### config.mk
export PLATFORM = sky130hd
export DESIGN_NAME = flash_mem_end_flat
export DESIGN_NICKNAME = d
export VERILOG_FILES = /design/src/flash_link_pkg.sv /design/src/flash_link_if.sv /design/src/flash_mem_end.sv /design/src/flat_wrapper.sv
export VERILOG_INCLUDE_DIRS = /design/src
export SDC_FILE = /design/constraint.sdc
export NUM_CORES = 1
export LEC_CHECK = 0
export BUFFER_PORTS_ARGS = -buffer_cell sky130_fd_sc_hd__buf_2
export CAP_MARGIN = 20
export CORE_MARGIN = 1
export CORE_UTILIZATION = 60
export DETAILED_ROUTE_END_ITERATION = 10
export PLACE_DENSITY = 0.84
export SKIP_LAST_GASP = 1
export SLEW_MARGIN = 20
export SYNTH_ARGS = -nofsm -noshare
export SYNTH_HDL_FRONTEND = slang
export SYNTH_SLANG_ARGS = --single-unit
### constraint.sdc
create_clock -name sys_clk -period 7.4 [get_ports sys_clk]
set_input_delay 0.74 -clock sys_clk [delete_from_list [all_inputs] [get_ports sys_clk]]
set_output_delay 0.74 -clock sys_clk [all_outputs]
set_load 0.01 [all_outputs]
### src/flash_link_defs.svh
// timing constants and field widths for the serial flash link
`ifndef FLASH_LINK_DEFS_SVH
`define FLASH_LINK_DEFS_SVH
`define SYS_CLK_NS        8
`define WORD_BITS         8
`define CS_HIGH_NS        50
`define CS_HIGH_CYC       ((`CS_HIGH_NS + `SYS_CLK_NS - 1) / `SYS_CLK_NS)
`define WP_RESP_US        1
`define WP_RESP_CYC       ((`WP_RESP_US * 1000) / `SYS_CLK_NS)
`define DPD_ENTER_US      3
`define DPD_ENTER_CYC     ((`DPD_ENTER_US * 1000) / `SYS_CLK_NS)
`define DPD_EXIT_US       35
`define DPD_EXIT_CYC      ((`DPD_EXIT_US * 1000) / `SYS_CLK_NS)
`define XFER_US           200
`define XFER_CYC          ((`XFER_US * 1000) / `SYS_CLK_NS)
`define ERPG_MS           35
`define PGM_MS            4
`define ERASE_PG_MS       32
`define BLK_ERASE_MS      75
`define SECT_ERASE_MS     1300
`define CHIP_ERASE_MS     22000
`define MS_TO_CYC(m)      ((m) * (32'd1000000 / `SYS_CLK_NS))
`define RST_PULSE_US      10
`define RST_REC_US        1
`define OP_NONE           8'h00
`define OP_DPD            8'hb9
`define OP_RESUME         8'hab
`define OP_XFER           8'h53
`define OP_COMPARE        8'h60
`define OP_ERASE_PGM      8'h83
`define OP_PGM            8'h88
`define OP_PAGE_ERASE     8'h81
`define OP_BLK_ERASE      8'h50
`define OP_SECT_ERASE     8'h7c
`define OP_CHIP_ERASE     8'hc7
`endif

### src/flash_link_pkg.sv
// state types for the serial flash link, one enum for each end
package flash_link_pkg;
   typedef enum logic [2:0] {
      st_idle = 3'b001,
      st_busy = 3'b010,
      st_dpd  = 3'b100
   } dev_state_type;
   typedef enum logic [3:0] {
      h_idle  = 4'b0001,
      h_setup = 4'b0010,
      h_shift = 4'b0100,
      h_gap   = 4'b1000
   } host_state_type;
endpackage : flash_link_pkg

### src/flash_link_if.sv
// pins between the host controller and the serial flash end
`timescale 1ns/100ps
interface flash_link_if;
   logic sclk;
   logic cs_n;
   logic sdi;
   logic sdo;
   logic sdo_oe_n;
   logic wp_n;
   logic reset_n;
   modport host (output sclk, output cs_n, output sdi, output wp_n,
                 output reset_n, input sdo, input sdo_oe_n);
   modport mem (input sclk, input cs_n, input sdi, input wp_n,
                input reset_n, output sdo, output sdo_oe_n);
endinterface : flash_link_if

### src/flash_mem_end.sv
// serial flash end: pin sampling, byte shifting and operation timers
`include "flash_link_defs.svh"
`timescale 1ns/100ps
module flash_mem_end
   import flash_link_pkg::*;
#(
   parameter int WP_CYC   = `WP_RESP_CYC,
   parameter int DPDE_CYC = `DPD_ENTER_CYC,
   parameter int DPDX_CYC = `DPD_EXIT_CYC,
   parameter int XFR_CYC  = `XFER_CYC,
   parameter int ERPG_CYC = `MS_TO_CYC(`ERPG_MS),
   parameter int PGM_CYC  = `MS_TO_CYC(`PGM_MS),
   parameter int PER_CYC  = `MS_TO_CYC(`ERASE_PG_MS),
   parameter int BLK_CYC  = `MS_TO_CYC(`BLK_ERASE_MS),
   parameter int SECT_CYC = `MS_TO_CYC(`SECT_ERASE_MS),
   parameter int unsigned CHIP_CYC = `MS_TO_CYC(`CHIP_ERASE_MS)
) (
   input  wire logic       sys_clk,
   input  wire logic       rstn,
   flash_link_if.mem       link,
   output logic [7:0]      rx_data,
   output logic            rx_valid,
   input  wire logic [7:0] tx_data,
   output logic            tx_taken,
   output logic            busy,
   output logic            deep_pd,
   output logic            protected_on
);
   initial if (WP_CYC < 1 || DPDE_CYC < 1 || CHIP_CYC < 1)
      $error("timing counts must be at least one");
   // two-flop synchronisers for every pin
   logic [4:0] s1;
   logic [4:0] s2;
   logic [4:0] s3;
   logic sclk_rise;
   logic sclk_fall;
   logic cs_rise;
   logic cs_fall;
   always_ff @(posedge sys_clk)
   begin
      s1 <= {link.sclk, link.cs_n, link.sdi, link.wp_n, link.reset_n};
      s2 <= s1;
      s3 <= s2;
   end
   wire sclk_s = s2[4];
   wire cs_s   = s2[3];
   wire sdi_s  = s3[2]; // level just before the rise; host launches on it
   wire wp_s   = s2[1];
   wire prst_s = s2[0];
   assign sclk_rise = sclk_s & ~s3[4];
   assign sclk_fall = ~sclk_s & s3[4];
   assign cs_rise   = cs_s & ~s3[3];
   assign cs_fall   = ~cs_s & s3[3];
   wire   lrst      = ~rstn | ~prst_s;
   dev_state_type state;
   dev_state_type next_state;
   logic [2:0]  bit_cnt;
   logic [2:0]  next_bit_cnt;
   logic [7:0]  shin;
   logic [7:0]  next_shin;
   logic [7:0]  shout;
   logic [7:0]  next_shout;
   logic [7:0]  opcode;
   logic [7:0]  next_opcode;
   logic        first;
   logic        next_first;
   logic [31:0] timer;
   logic [31:0] next_timer;
   logic [31:0] wp_cnt;
   logic [31:0] next_wp_cnt;
   logic        next_sdo;
   logic        next_oe_n;
   logic        next_rx_valid;
   logic        next_tx_taken;
   logic        next_prot;
   // operation duration lookup
   function automatic logic [31:0] op_time(input logic [7:0] op);
      case (op)
         `OP_XFER:       op_time = 32'(XFR_CYC);
         `OP_COMPARE:    op_time = 32'(XFR_CYC);
         `OP_ERASE_PGM:  op_time = 32'(ERPG_CYC);
         `OP_PGM:        op_time = 32'(PGM_CYC);
         `OP_PAGE_ERASE: op_time = 32'(PER_CYC);
         `OP_BLK_ERASE:  op_time = 32'(BLK_CYC);
         `OP_SECT_ERASE: op_time = 32'(SECT_CYC);
         `OP_CHIP_ERASE: op_time = 32'(CHIP_CYC);
         default:        op_time = 32'h0000_0000;
      endcase
   endfunction : op_time

   // link and operation next values
   always_comb
   begin
      next_state    = state;
      next_bit_cnt  = bit_cnt;
      next_shin     = shin;
      next_shout    = shout;
      next_opcode   = opcode;
      next_first    = first;
      next_timer    = timer;
      next_sdo      = link.sdo;
      next_oe_n     = link.sdo_oe_n;
      next_rx_valid = 1'b0;
      next_tx_taken = 1'b0;
      if (cs_s)
      begin
         next_oe_n    = 1'b1;
         next_bit_cnt = 3'h0;
      end
      if (cs_fall)
      begin
         next_first = 1'b1;
         next_shout = tx_data;
         next_bit_cnt = 3'h0;
      end
      if (!cs_s && sclk_rise && state != st_busy)
      begin
         next_shin    = {shin[6:0], sdi_s};
         next_bit_cnt = bit_cnt + 3'h1;
         if (bit_cnt == 3'h7)
         begin
            next_rx_valid = 1'b1;
            if (first)
               next_opcode = {shin[6:0], sdi_s};
            next_first = 1'b0;
         end
      end
      // drive on falling edge, valid through clock low
      if (!cs_s && sclk_fall && state == st_idle)
      begin
         next_sdo   = shout[7];
         next_oe_n  = 1'b0;
         next_shout = {shout[6:0], 1'b0};
         if (bit_cnt == 3'h0)
         begin
            next_sdo      = tx_data[7];
            next_shout    = {tx_data[6:0], 1'b0};
            next_tx_taken = 1'b1;
         end
      end
      case (state)
         st_idle:
            if (cs_rise && op_time(opcode) != 32'h0)
            begin
               next_state = st_busy;
               next_timer = op_time(opcode);
            end
            else if (cs_rise && opcode == `OP_DPD)
            begin
               next_state = st_dpd;
               next_timer = 32'(DPDE_CYC);
            end
         st_busy:
            if (timer <= 32'h1)
            begin
               next_state = st_idle;
               next_timer = 32'h0;
            end
            else
               next_timer = timer - 32'h1;
         st_dpd:
         begin
            if (timer != 32'h0)
               next_timer = timer - 32'h1;
            if (cs_rise && opcode == `OP_RESUME)
            begin
               next_state = st_busy;
               next_timer = 32'(DPDX_CYC);
            end
         end
         default: next_state = st_idle;
      endcase
      if (cs_rise)
         next_opcode = `OP_NONE;
   end

   always_comb
   begin
      next_prot   = protected_on;
      next_wp_cnt = 32'h0;
      if (wp_s == protected_on)
      begin
         next_wp_cnt = wp_cnt + 32'h1;
         if (wp_cnt + 32'h1 >= 32'(WP_CYC))
         begin
            next_prot   = ~wp_s;
            next_wp_cnt = 32'h0;
         end
      end
   end
   // state registers
   always_ff @(posedge sys_clk)
   begin
      if (lrst)
      begin
         state        <= st_idle;
         bit_cnt      <= 3'h0;
         shin         <= 8'h00;
         shout        <= 8'h00;
         opcode       <= 8'h00;
         first        <= 1'b0;
         timer        <= 32'h0;
         link.sdo     <= 1'b0;
         link.sdo_oe_n <= 1'b1;
         rx_data      <= 8'h00;
         rx_valid     <= 1'b0;
         tx_taken     <= 1'b0;
         busy         <= 1'b0;
         deep_pd      <= 1'b0;
      end
      else
      begin
         state        <= next_state;
         bit_cnt      <= next_bit_cnt;
         shin         <= next_shin;
         shout        <= next_shout;
         opcode       <= next_opcode;
         first        <= next_first;
         timer        <= next_timer;
         link.sdo     <= next_sdo;
         link.sdo_oe_n <= next_oe_n;
         rx_data      <= next_rx_valid ? next_shin : rx_data;
         rx_valid     <= next_rx_valid;
         tx_taken     <= next_tx_taken;
         busy         <= next_state == st_busy;
         deep_pd      <= next_state == st_dpd && next_timer == 32'h0;
      end
   end

   // protection register, reset only by system reset
   always_ff @(posedge sys_clk)
   begin
      if (!rstn)
      begin
         protected_on <= 1'b0;
         wp_cnt       <= 32'h0;
      end
      else
      begin
         protected_on <= next_prot;
         wp_cnt       <= next_wp_cnt;
      end
   end
endmodule : flash_mem_end

### src/flat_wrapper.sv
// flat-port wrapper written by rule: the top's interface ports become plain ports
module flash_mem_end_flat import flash_link_pkg::*;
#(
   parameter int WP_CYC   = `WP_RESP_CYC,
   parameter int DPDE_CYC = `DPD_ENTER_CYC,
   parameter int DPDX_CYC = `DPD_EXIT_CYC,
   parameter int XFR_CYC  = `XFER_CYC,
   parameter int ERPG_CYC = `MS_TO_CYC(`ERPG_MS),
   parameter int PGM_CYC  = `MS_TO_CYC(`PGM_MS),
   parameter int PER_CYC  = `MS_TO_CYC(`ERASE_PG_MS),
   parameter int BLK_CYC  = `MS_TO_CYC(`BLK_ERASE_MS),
   parameter int SECT_CYC = `MS_TO_CYC(`SECT_ERASE_MS),
   parameter int unsigned CHIP_CYC = `MS_TO_CYC(`CHIP_ERASE_MS)
)
  (sys_clk, rstn, rx_data, rx_valid, tx_data, tx_taken, busy, deep_pd, protected_on, link_sclk, link_cs_n, link_sdi, link_wp_n, link_reset_n, link_sdo, link_sdo_oe_n);
  flash_link_if link_i ();
  input  wire logic sys_clk;
  input  wire logic rstn;
  output logic [7:0] rx_data;
  output logic rx_valid;
  input  wire logic [7:0] tx_data;
  output logic tx_taken;
  output logic busy;
  output logic deep_pd;
  output logic protected_on;
  input wire logic [$bits(link_i.sclk)-1:0] link_sclk;
  input wire logic [$bits(link_i.cs_n)-1:0] link_cs_n;
  input wire logic [$bits(link_i.sdi)-1:0] link_sdi;
  input wire logic [$bits(link_i.wp_n)-1:0] link_wp_n;
  input wire logic [$bits(link_i.reset_n)-1:0] link_reset_n;
  output wire logic [$bits(link_i.sdo)-1:0] link_sdo;
  output wire logic [$bits(link_i.sdo_oe_n)-1:0] link_sdo_oe_n;
  assign link_i.sclk = link_sclk;
  assign link_i.cs_n = link_cs_n;
  assign link_i.sdi = link_sdi;
  assign link_i.wp_n = link_wp_n;
  assign link_i.reset_n = link_reset_n;
  assign link_sdo = link_i.sdo;
  assign link_sdo_oe_n = link_i.sdo_oe_n;
  flash_mem_end #(.WP_CYC(WP_CYC), .DPDE_CYC(DPDE_CYC), .DPDX_CYC(DPDX_CYC), .XFR_CYC(XFR_CYC), .ERPG_CYC(ERPG_CYC), .PGM_CYC(PGM_CYC), .PER_CYC(PER_CYC), .BLK_CYC(BLK_CYC), .SECT_CYC(SECT_CYC), .CHIP_CYC(CHIP_CYC)) u_core (.sys_clk(sys_clk), .rstn(rstn), .link(link_i), .rx_data(rx_data), .rx_valid(rx_valid), .tx_data(tx_data), .tx_taken(tx_taken), .busy(busy), .deep_pd(deep_pd), .protected_on(protected_on));
endmodule
==> metrics.txt, run 1 <==
Yosys reg bits 122; worst path bufs/invs 0; hold endpoint u_core.s1[2]$_DFF_P_; Fin Hold WS 308 ps; Hold-fix buffers, CTS 0; Initial Util 62.3%; Async SR Flop Fraction 0%; floorplan core area 0.00982 mm2; first-pass GRT wire length 28600 um; crit path max fanout 11; most frequent cells after synthesis 122 x dfxtp_1, 115 x nand2_1, 77 x nor2_1, 57 x a21oi_1, 46 x nand3_1; Sw Pwr 0.336 mW; worst hold start link_sdi; switch share 22.0%; count leader, synth dfxtp_1; max-cap violation count 0; cell count after synthesis 758; type of the worst min-delay path input pin to flip-flop; Clock Skews 10.0 ps; drt wl/cell 18.9 um; reg2reg path depth 10; First DRT Iteration DRCs 682; peak supply drop 202 uV; CP Capture Type flip-flop; sequential area share after synthesis 39.9%; RSZ-0062 raised after global routing false; Final min period 3870 ps; Slew @ Worst Pin 1190 ps; Max Clock Freq 258 MHz; Final period util 52.3%; ANT cells 0; Slew Viols, Final 0; via count 6113; synthesized area 0.00611 mm2; Internal 1.19 mW; post-CTS setup buffers 0; WL final 18000 um; pwr dens 218 mW/mm2; crit-path max cell delay 810 ps; nets 827; Reg-to-Reg End u_core.deep_pd$_SDFF_PP0_; Fin. Hold Viols 0; CTS tree yes; Pre-antenna DRT Iters 6; largest net degree at the start of global routing 58; CTS buffer count 17; Placement Cell Area 0.00642 mm2; WHS Path Cells 1; Synth warnings 0; Chip Height 103 um; Reg clk slew, reported paths 60 ps; Final ANT Viol Nets 0; Post-synth EDFFs 0; Flop pwr share 44.6%; initial antenna violation count 0; I/O pin count 30; std cell rows 36; dominant cells by area after synthesis dfxtp_1 40%, nand2_1 7.1%, nor2_1 4.7%, a21oi_1 4.7%, nand3_1 3.8%; Arr. time, crit path 4310 ps; post-DR vias/cell 6.43; gpl congestion 0.924; fin cells 950; Remaining DRCs 0; IO buf count 29; worst reg2reg startpoint u_core.opcode[1]$_SDFFE_PP0P_; post-route setup TNS 0 ps; GRT Total Usage 36.1%; CP top delay family compound AO/OA/AOI/OAI gates; Leak 2.72 nW; gr ovfl total 0; top cell type's share of synthesized area 39.9%; vias in the first global route 5694; Clock Latency Late Sink 530 ps; CP max-delay cell o31ai_1; fraction of layout cells with a size suffix above 1 11.3%; Crit Path Class flip-flop to flip-flop; Die ar. 0.0106 mm2; top_reg_cell synth dfxtp_1; startpoint types flip-flop; Area growth, synth to finish 14.5%; synth unique cells 70; Cells after DPL 918; area leader, netlist dfxtp_1; Chip Width 103 um; worst path required time 7840 ps; CP Cell Sequence nand3b_1 > o31ai_1 > and2_1 > o221ai_1 > nand2_1 > nor2_1 > a211oi_1 > nand4_1 > or4_4 > nor4_2; final instance area 0.00700 mm2; Clk pwr share 52.7%; flop-to-flop setup slack 3530 ps; CTS HTree Levels 4; final setup fails 0; outcome completed; Finished Core Util 71.3%; worst rel slew slack 21.0%; post-DP HPWL 12500 um; clk root buf clkbuf_8; post-CTS resize count 0; syn_area_per_cell 8.07 um2; Clock Path Buffers 2; Clock Sinks 122; Gate power share 2.6%
## cell families (layout without fill, tap and decap cells)
kind of cell / after synthesis / after routing / synth area share, %
simple gates: 379 / 379 / 32.0
mux: 12 / 12 / 2.03
fa+ha+maj: 8 / 8 / 1.64
compound gates: 178 / 178 / 19.3
xor+xnor: 15 / 15 / 2.15
buf+inv: 43 / 78 / 2.91
flops: 122 / 122 / 39.9
other cells: 1 / 25 / 0.0613
## sequential cells by signal, summed over array words and instances, names as in the netlist
| signal | count |
|---|---|
| u_core.s1 | 5 |
| u_core.wp_cnt | 32 |
| u_core.first | 1 |
| u_core.state | 3 |
| u_core.link.sdo | 1 |
| u_core.busy | 1 |
| u_core.protected_on | 1 |
| u_core.opcode | 8 |
| u_core.timer | 32 |
| u_core.bit_cnt | 3 |
| u_core.s2 | 5 |
| u_core.s3 | 3 |
| u_core.shout | 8 |
| u_core.deep_pd | 1 |
| u_core.shin | 7 |
| u_core.rx_data | 8 |
| u_core.rx_valid | 1 |
| u_core.tx_taken | 1 |
| u_core.link.sdo_oe_n | 1 |
## worst register-to-register path, cell delays in order, from the launching register on
cell and delay (ps):
dfxtp_1 460, nand3b_1 170, o31ai_1 810, and2_1 250, o221ai_1 530, nand2_1 220, nor2_1 60, a211oi_1 380
nand4_1 190, or4_4 440, nor4_2 270
## cell type report
class / instances / area, um2
clock buffer: 22 / 463
clock inverter: 10 / 116
fill: 800 / 2820
inverter: 14 / 52.6
multi-input combinational: 617 / 3590
sequential: 122 / 2440
tap: 133 / 166
timing repair buffer: 32 / 168
## placed cells by master, fill, tap and decap left out, types with 4 or more instances in the layout
| cell type | netlist | final |
|---|---|---|
| buf_2 | 6 | 29 |
| or4_1 | 6 | 6 |
| nor2b_1 | 15 | 14 |
| conb_1 | 1 | 25 |
| a211oi_1 | 24 | 24 |
| o31ai_1 | 5 | 5 |
| nand2_1 | 115 | 114 |
| nand4_1 | 18 | 18 |
| a21oi_1 | 57 | 57 |
| nand3b_1 | 5 | 5 |
| a22oi_1 | 6 | 6 |
| and4_1 | 7 | 7 |
| xor2_1 | 6 | 6 |
| or3_1 | 7 | 7 |
| dfxtp_1 | 122 | 122 |
| nor3b_1 | 5 | 5 |
| a31oi_1 | 10 | 10 |
| a32oi_1 | 6 | 6 |
| nand3_1 | 46 | 46 |
| mux2i_1 | 9 | 9 |
| nor3_1 | 22 | 22 |
| nor4_1 | 12 | 12 |
| clkbuf_8 | 0 | 4 |
| o21ai_0 | 24 | 24 |
| xnor2_1 | 9 | 9 |
| nand2b_1 | 6 | 6 |
| and2_1 | 11 | 11 |
| inv_1 | 14 | 14 |
| nor2_1 | 77 | 77 |
| ha_1 | 8 | 8 |
| o21ai_1 | 5 | 5 |
| and3_1 | 6 | 6 |
| o221ai_1 | 4 | 4 |
| clkbuf_16 | 0 | 16 |
## worst max path at each step
stage	start	slack, ps	endpoint	cells past startpoint
floorplan	u_core.timer[0]$_SDFF_PP0_	4220	u_core.deep_pd$_SDFF_PP0_	13
global placement	u_core.opcode[1]$_SDFFE_PP0P_	3740	u_core.deep_pd$_SDFF_PP0_	10
detailed placement	u_core.opcode[1]$_SDFFE_PP0P_	3650	u_core.deep_pd$_SDFF_PP0_	10
CTS	u_core.opcode[1]$_SDFFE_PP0P_	3610	u_core.deep_pd$_SDFF_PP0_	10
global route	u_core.opcode[1]$_SDFFE_PP0P_	3240	u_core.deep_pd$_SDFF_PP0_	10
finish	u_core.opcode[1]$_SDFFE_PP0P_	3530	u_core.deep_pd$_SDFF_PP0_	10
## stage by stage
stage	power, mW	setup WS (ps)
4_1_cts	1.53	3610
3_3_place_gp	0.730	3740
2_1_floorplan	0.719	4220
3_5_place_dp	0.733	3650
6_report	1.53	3530
5_1_grt	1.57	3240
## per-layer routing
layer,wire (um),GRT usage (%),vias up
met5,0,0,-
met4,561,16.6,0
met3,1480,10.5,69
met2,8610,59.7,310
met1,7340,43.3,2872
li1,-,-,2862
## power groups by stage
stage               registers, mW  logic, mW  clock network [mW]
floorplan                   0.692     0.0271                   0
global placement            0.694     0.0363                   0
detailed placement          0.695     0.0378                   0
CTS                         0.681     0.0387               0.810
global route                0.683     0.0440               0.839
finish                      0.682     0.0402               0.805
(Power assumes the default switching activity.)
==> run 2, diff against run 1 <==
ABC_AREA = 1   (was not set)
clock period = 3.82 ns   (was 7.4 ns; I/O delays follow)
==> metrics.txt, run 2 <==
outcome completed; Die ar. 0.0127 mm2 (+20%); Chip Width 113 um (+9.6%); gr ovfl total 0 (unchanged); clk root buf clkbuf_16; GRT Total Usage 32.2% (-3.9 points); CTS buffer count 17 (unchanged); Slew @ Worst Pin 852 ps (-333 ps); top cell type's share of synthesized area 33.1% (-6.8 points); top_reg_cell synth dfxtp_1; worst path bufs/invs 1 (+1); leading cell type in the layout, fill and taps excluded nand2_1; type of the worst min-delay path input pin to flip-flop; Final min period 2760 ps (-1120 ps); floorplan core area 0.0120 mm2 (+22%); Cells after DPL 1318 (+44%); max-cap violation count 0 (unchanged); first-pass GRT wire length 32200 um (+12%); hold endpoint u_core.s1[1]$_DFF_P_; reg2reg path depth 14 (+4); Pre-antenna DRT Iters 6 (unchanged); nets 1213 (+47%); dominant cells by area after synthesis dfxtp_1 33%, nand2_1 14%, nor2_1 8.4%, nand3_1 7.3%, inv_1 7.1%; worst rel slew slack 43.1% (+22 points); fraction of layout cells with a size suffix above 1 11.2% (-0.039 points); met2 WL 8910 um (+3.5%); Clock Path Buffers 2 (unchanged); Clock Skews 8.65 ps (-1.37 ps); sequential area share after synthesis 33.1% (-6.8 points); most frequent cells in the layout 280 x nand2_1, 164 x nor2_1, 139 x inv_1; Arr. time, crit path 3140 ps (-1170 ps); WHS Path Cells 1 (unchanged); post-route setup TNS 0 ps (unchanged); crit path max fanout 23 (+12); Fin Hold WS 38.6 ps (-269 ps); CP max-delay cell nand4_2; Top Registers u_core.timer x32, u_core.wp_cnt x32; CTS HTree Levels 4 (unchanged); count leader, synth nand2_1; startpoint types flip-flop; fin cells 1350 (+42%); First DRT Iteration DRCs 661 (-3.1%); WL final 19700 um (+9.6%); initial antenna violation count 0 (unchanged); RSZ-0062 raised after global routing false; Reg-to-Reg End u_core.deep_pd$_SDFF_PP0_; CTS tree yes; post-DP HPWL 14000 um (+12%); routed wl met3 1630 um (+10%); Reg clk slew, reported paths 70 ps (about the same); ANT cells 0 (unchanged); pwr dens 369 mW/mm2 (+69%); I/O pin count 30 (unchanged); Remaining DRCs 0 (unchanged); peak supply drop 386 uV (+91%); worst setup path startpoint u_core.timer[1]$_SDFF_PP0_; gpl congestion 0.996 (+7.8%); CP Cell Sequence inv_1 > ha_1 > nand2_1 > nor2_2 > nand4_2 > nand2_1 > nand2_2 > a22oi_2 > nand2_1 > nor2_1 > nand3_1 > nor2_1 > nand3_1 > nor2_1; Area growth, synth to finish 11.8%; most frequent cells after synthesis 280 x nand2_1, 164 x nor2_1, 139 x inv_1, 122 x dfxtp_1, 108 x nand3_1; CP top delay family simple AND/OR/NAND/NOR gates; Slew Viols, Final 0 (unchanged); Final ANT Viol Nets 0 (unchanged); cell count after synthesis 1143 (+51%); Clock Latency Late Sink 440 ps (-90 ps); Synth warnings 0 (unchanged); Finished Core Util 68.6% (-2.7 points); worst reg2reg startpoint u_core.timer[1]$_SDFF_PP0_; synth unique cells 44 (-37%); std cell rows 40 (+11%); via count 7515 (+23%); flop-to-flop setup slack 1060 ps (-2460 ps); final setup fails 0 (unchanged); Hold-fix buffers, CTS 0 (unchanged); crit-path max cell delay 610 ps (-200 ps); post-CTS resize count 0 (unchanged); Initial Util 61.4% (-0.91 points); Leak 4.06 nW (+49%); post-CTS setup buffers 0 (unchanged); Fin. Hold Viols 0 (unchanged); worst hold start link_wp_n; post-DR vias/cell 5.57 (-13%); vias in the first global route 6848 (+20%); area leader, netlist dfxtp_1; Yosys reg bits 122 (unchanged); drt wl/cell 14.6 um (-23%); synthesized area 0.00737 mm2 (+21%); Max Clock Freq 363 MHz (+41%); Final period util 72.2% (+20 points); Async SR Flop Fraction 0% (unchanged); WL met1 8260 um (+13%); IO buf count 29 (unchanged); Clock Sinks 122 (unchanged); Max Used Layer met4; largest net degree at the start of global routing 28 (-52%); Crit Path Class flip-flop to flip-flop; syn_area_per_cell 6.45 um2 (-20%); Chip Height 113 um (+9.6%); worst path required time 4200 ps (-3640 ps); Pwr Total 3.05 mW (+99%); Post-synth EDFFs 0 (unchanged); CP Capture Type flip-flop
## run 2: cell types whose count changed in the layout (fill, tap and decap cells not counted), sizes merged, moves of 15 or more
cell and delta:
xor2 +32, nand2 +181, inv +148, o21ai +38, a21oi -25, nor2b -15
nor2 +102, a211oi -25, nand3 +65
## run 2: cell families (layout without fill, tap and decap cells)
family                     Yosys count  in the layout  synth area share, %
AOI/OAI and AO/OA                  112            112                 8.03
xor gates and xnor gates            46             46                 5.47
other                                1             25               0.0509
buffers and inverters              186            222                 10.5
DFF                                122            122                 33.1
and+or+nand+nor                    663            663                 40.7
muxes                                5              5                0.764
adders and majority gates            8              8                 1.36
## run 2: stage by stage
step                      worst slack, ps  cell area [um2]
after CTS                            1110             8240
after detailed placement             1150             7650
final                                1060             8240
after global placement               1170             7650
after floorplan                      1900             7460
after global routing                  832             8240
## run 2: power by group
part           switching [mW]  total, mW  internal [mW]
clock                   0.699       1.63          0.932
combinational          0.0604     0.0928         0.0324
sequential             0.0216       1.32           1.30
## run 2: how the worst max path moves through the flow
stage	depth (start not counted)	end
floorplan	14	u_core.deep_pd$_SDFF_PP0_
global placement	14	u_core.deep_pd$_SDFF_PP0_
detailed placement	14	u_core.deep_pd$_SDFF_PP0_
CTS	13	u_core.deep_pd$_SDFF_PP0_
global route	13	u_core.deep_pd$_SDFF_PP0_
finish	14	u_core.deep_pd$_SDFF_PP0_
## run 2: worst reg2reg max path, cell delays in order, from the launching register on
cell and delay, ps:
dfxtp_1 300, inv_1 170, ha_1 200, nand2_1 60, nor2_2 180, nand4_2 610
nand2_1 440, nand2_2 130, a22oi_2 150, nand2_1 70, nor2_1 80, nand3_1 80
nor2_1 90, nand3_1 70, nor2_1 80
## run 2: cell type report
class	instances	area, um2
multi-input cells	859	4250
inverters	155	583
clock inverters	15	170
clock buffers	17	425
repair buffers	35	190
flip-flops and latches	122	2440
well taps	147	184
fillers	1019	3770
## run 2: metal layers
metal,track usage [%],vias to the layer above
li1,-,3706
met1,39.7,3384
met2,51.5,349
met3,8.94,76
met4,16.7,0
met5,0,-
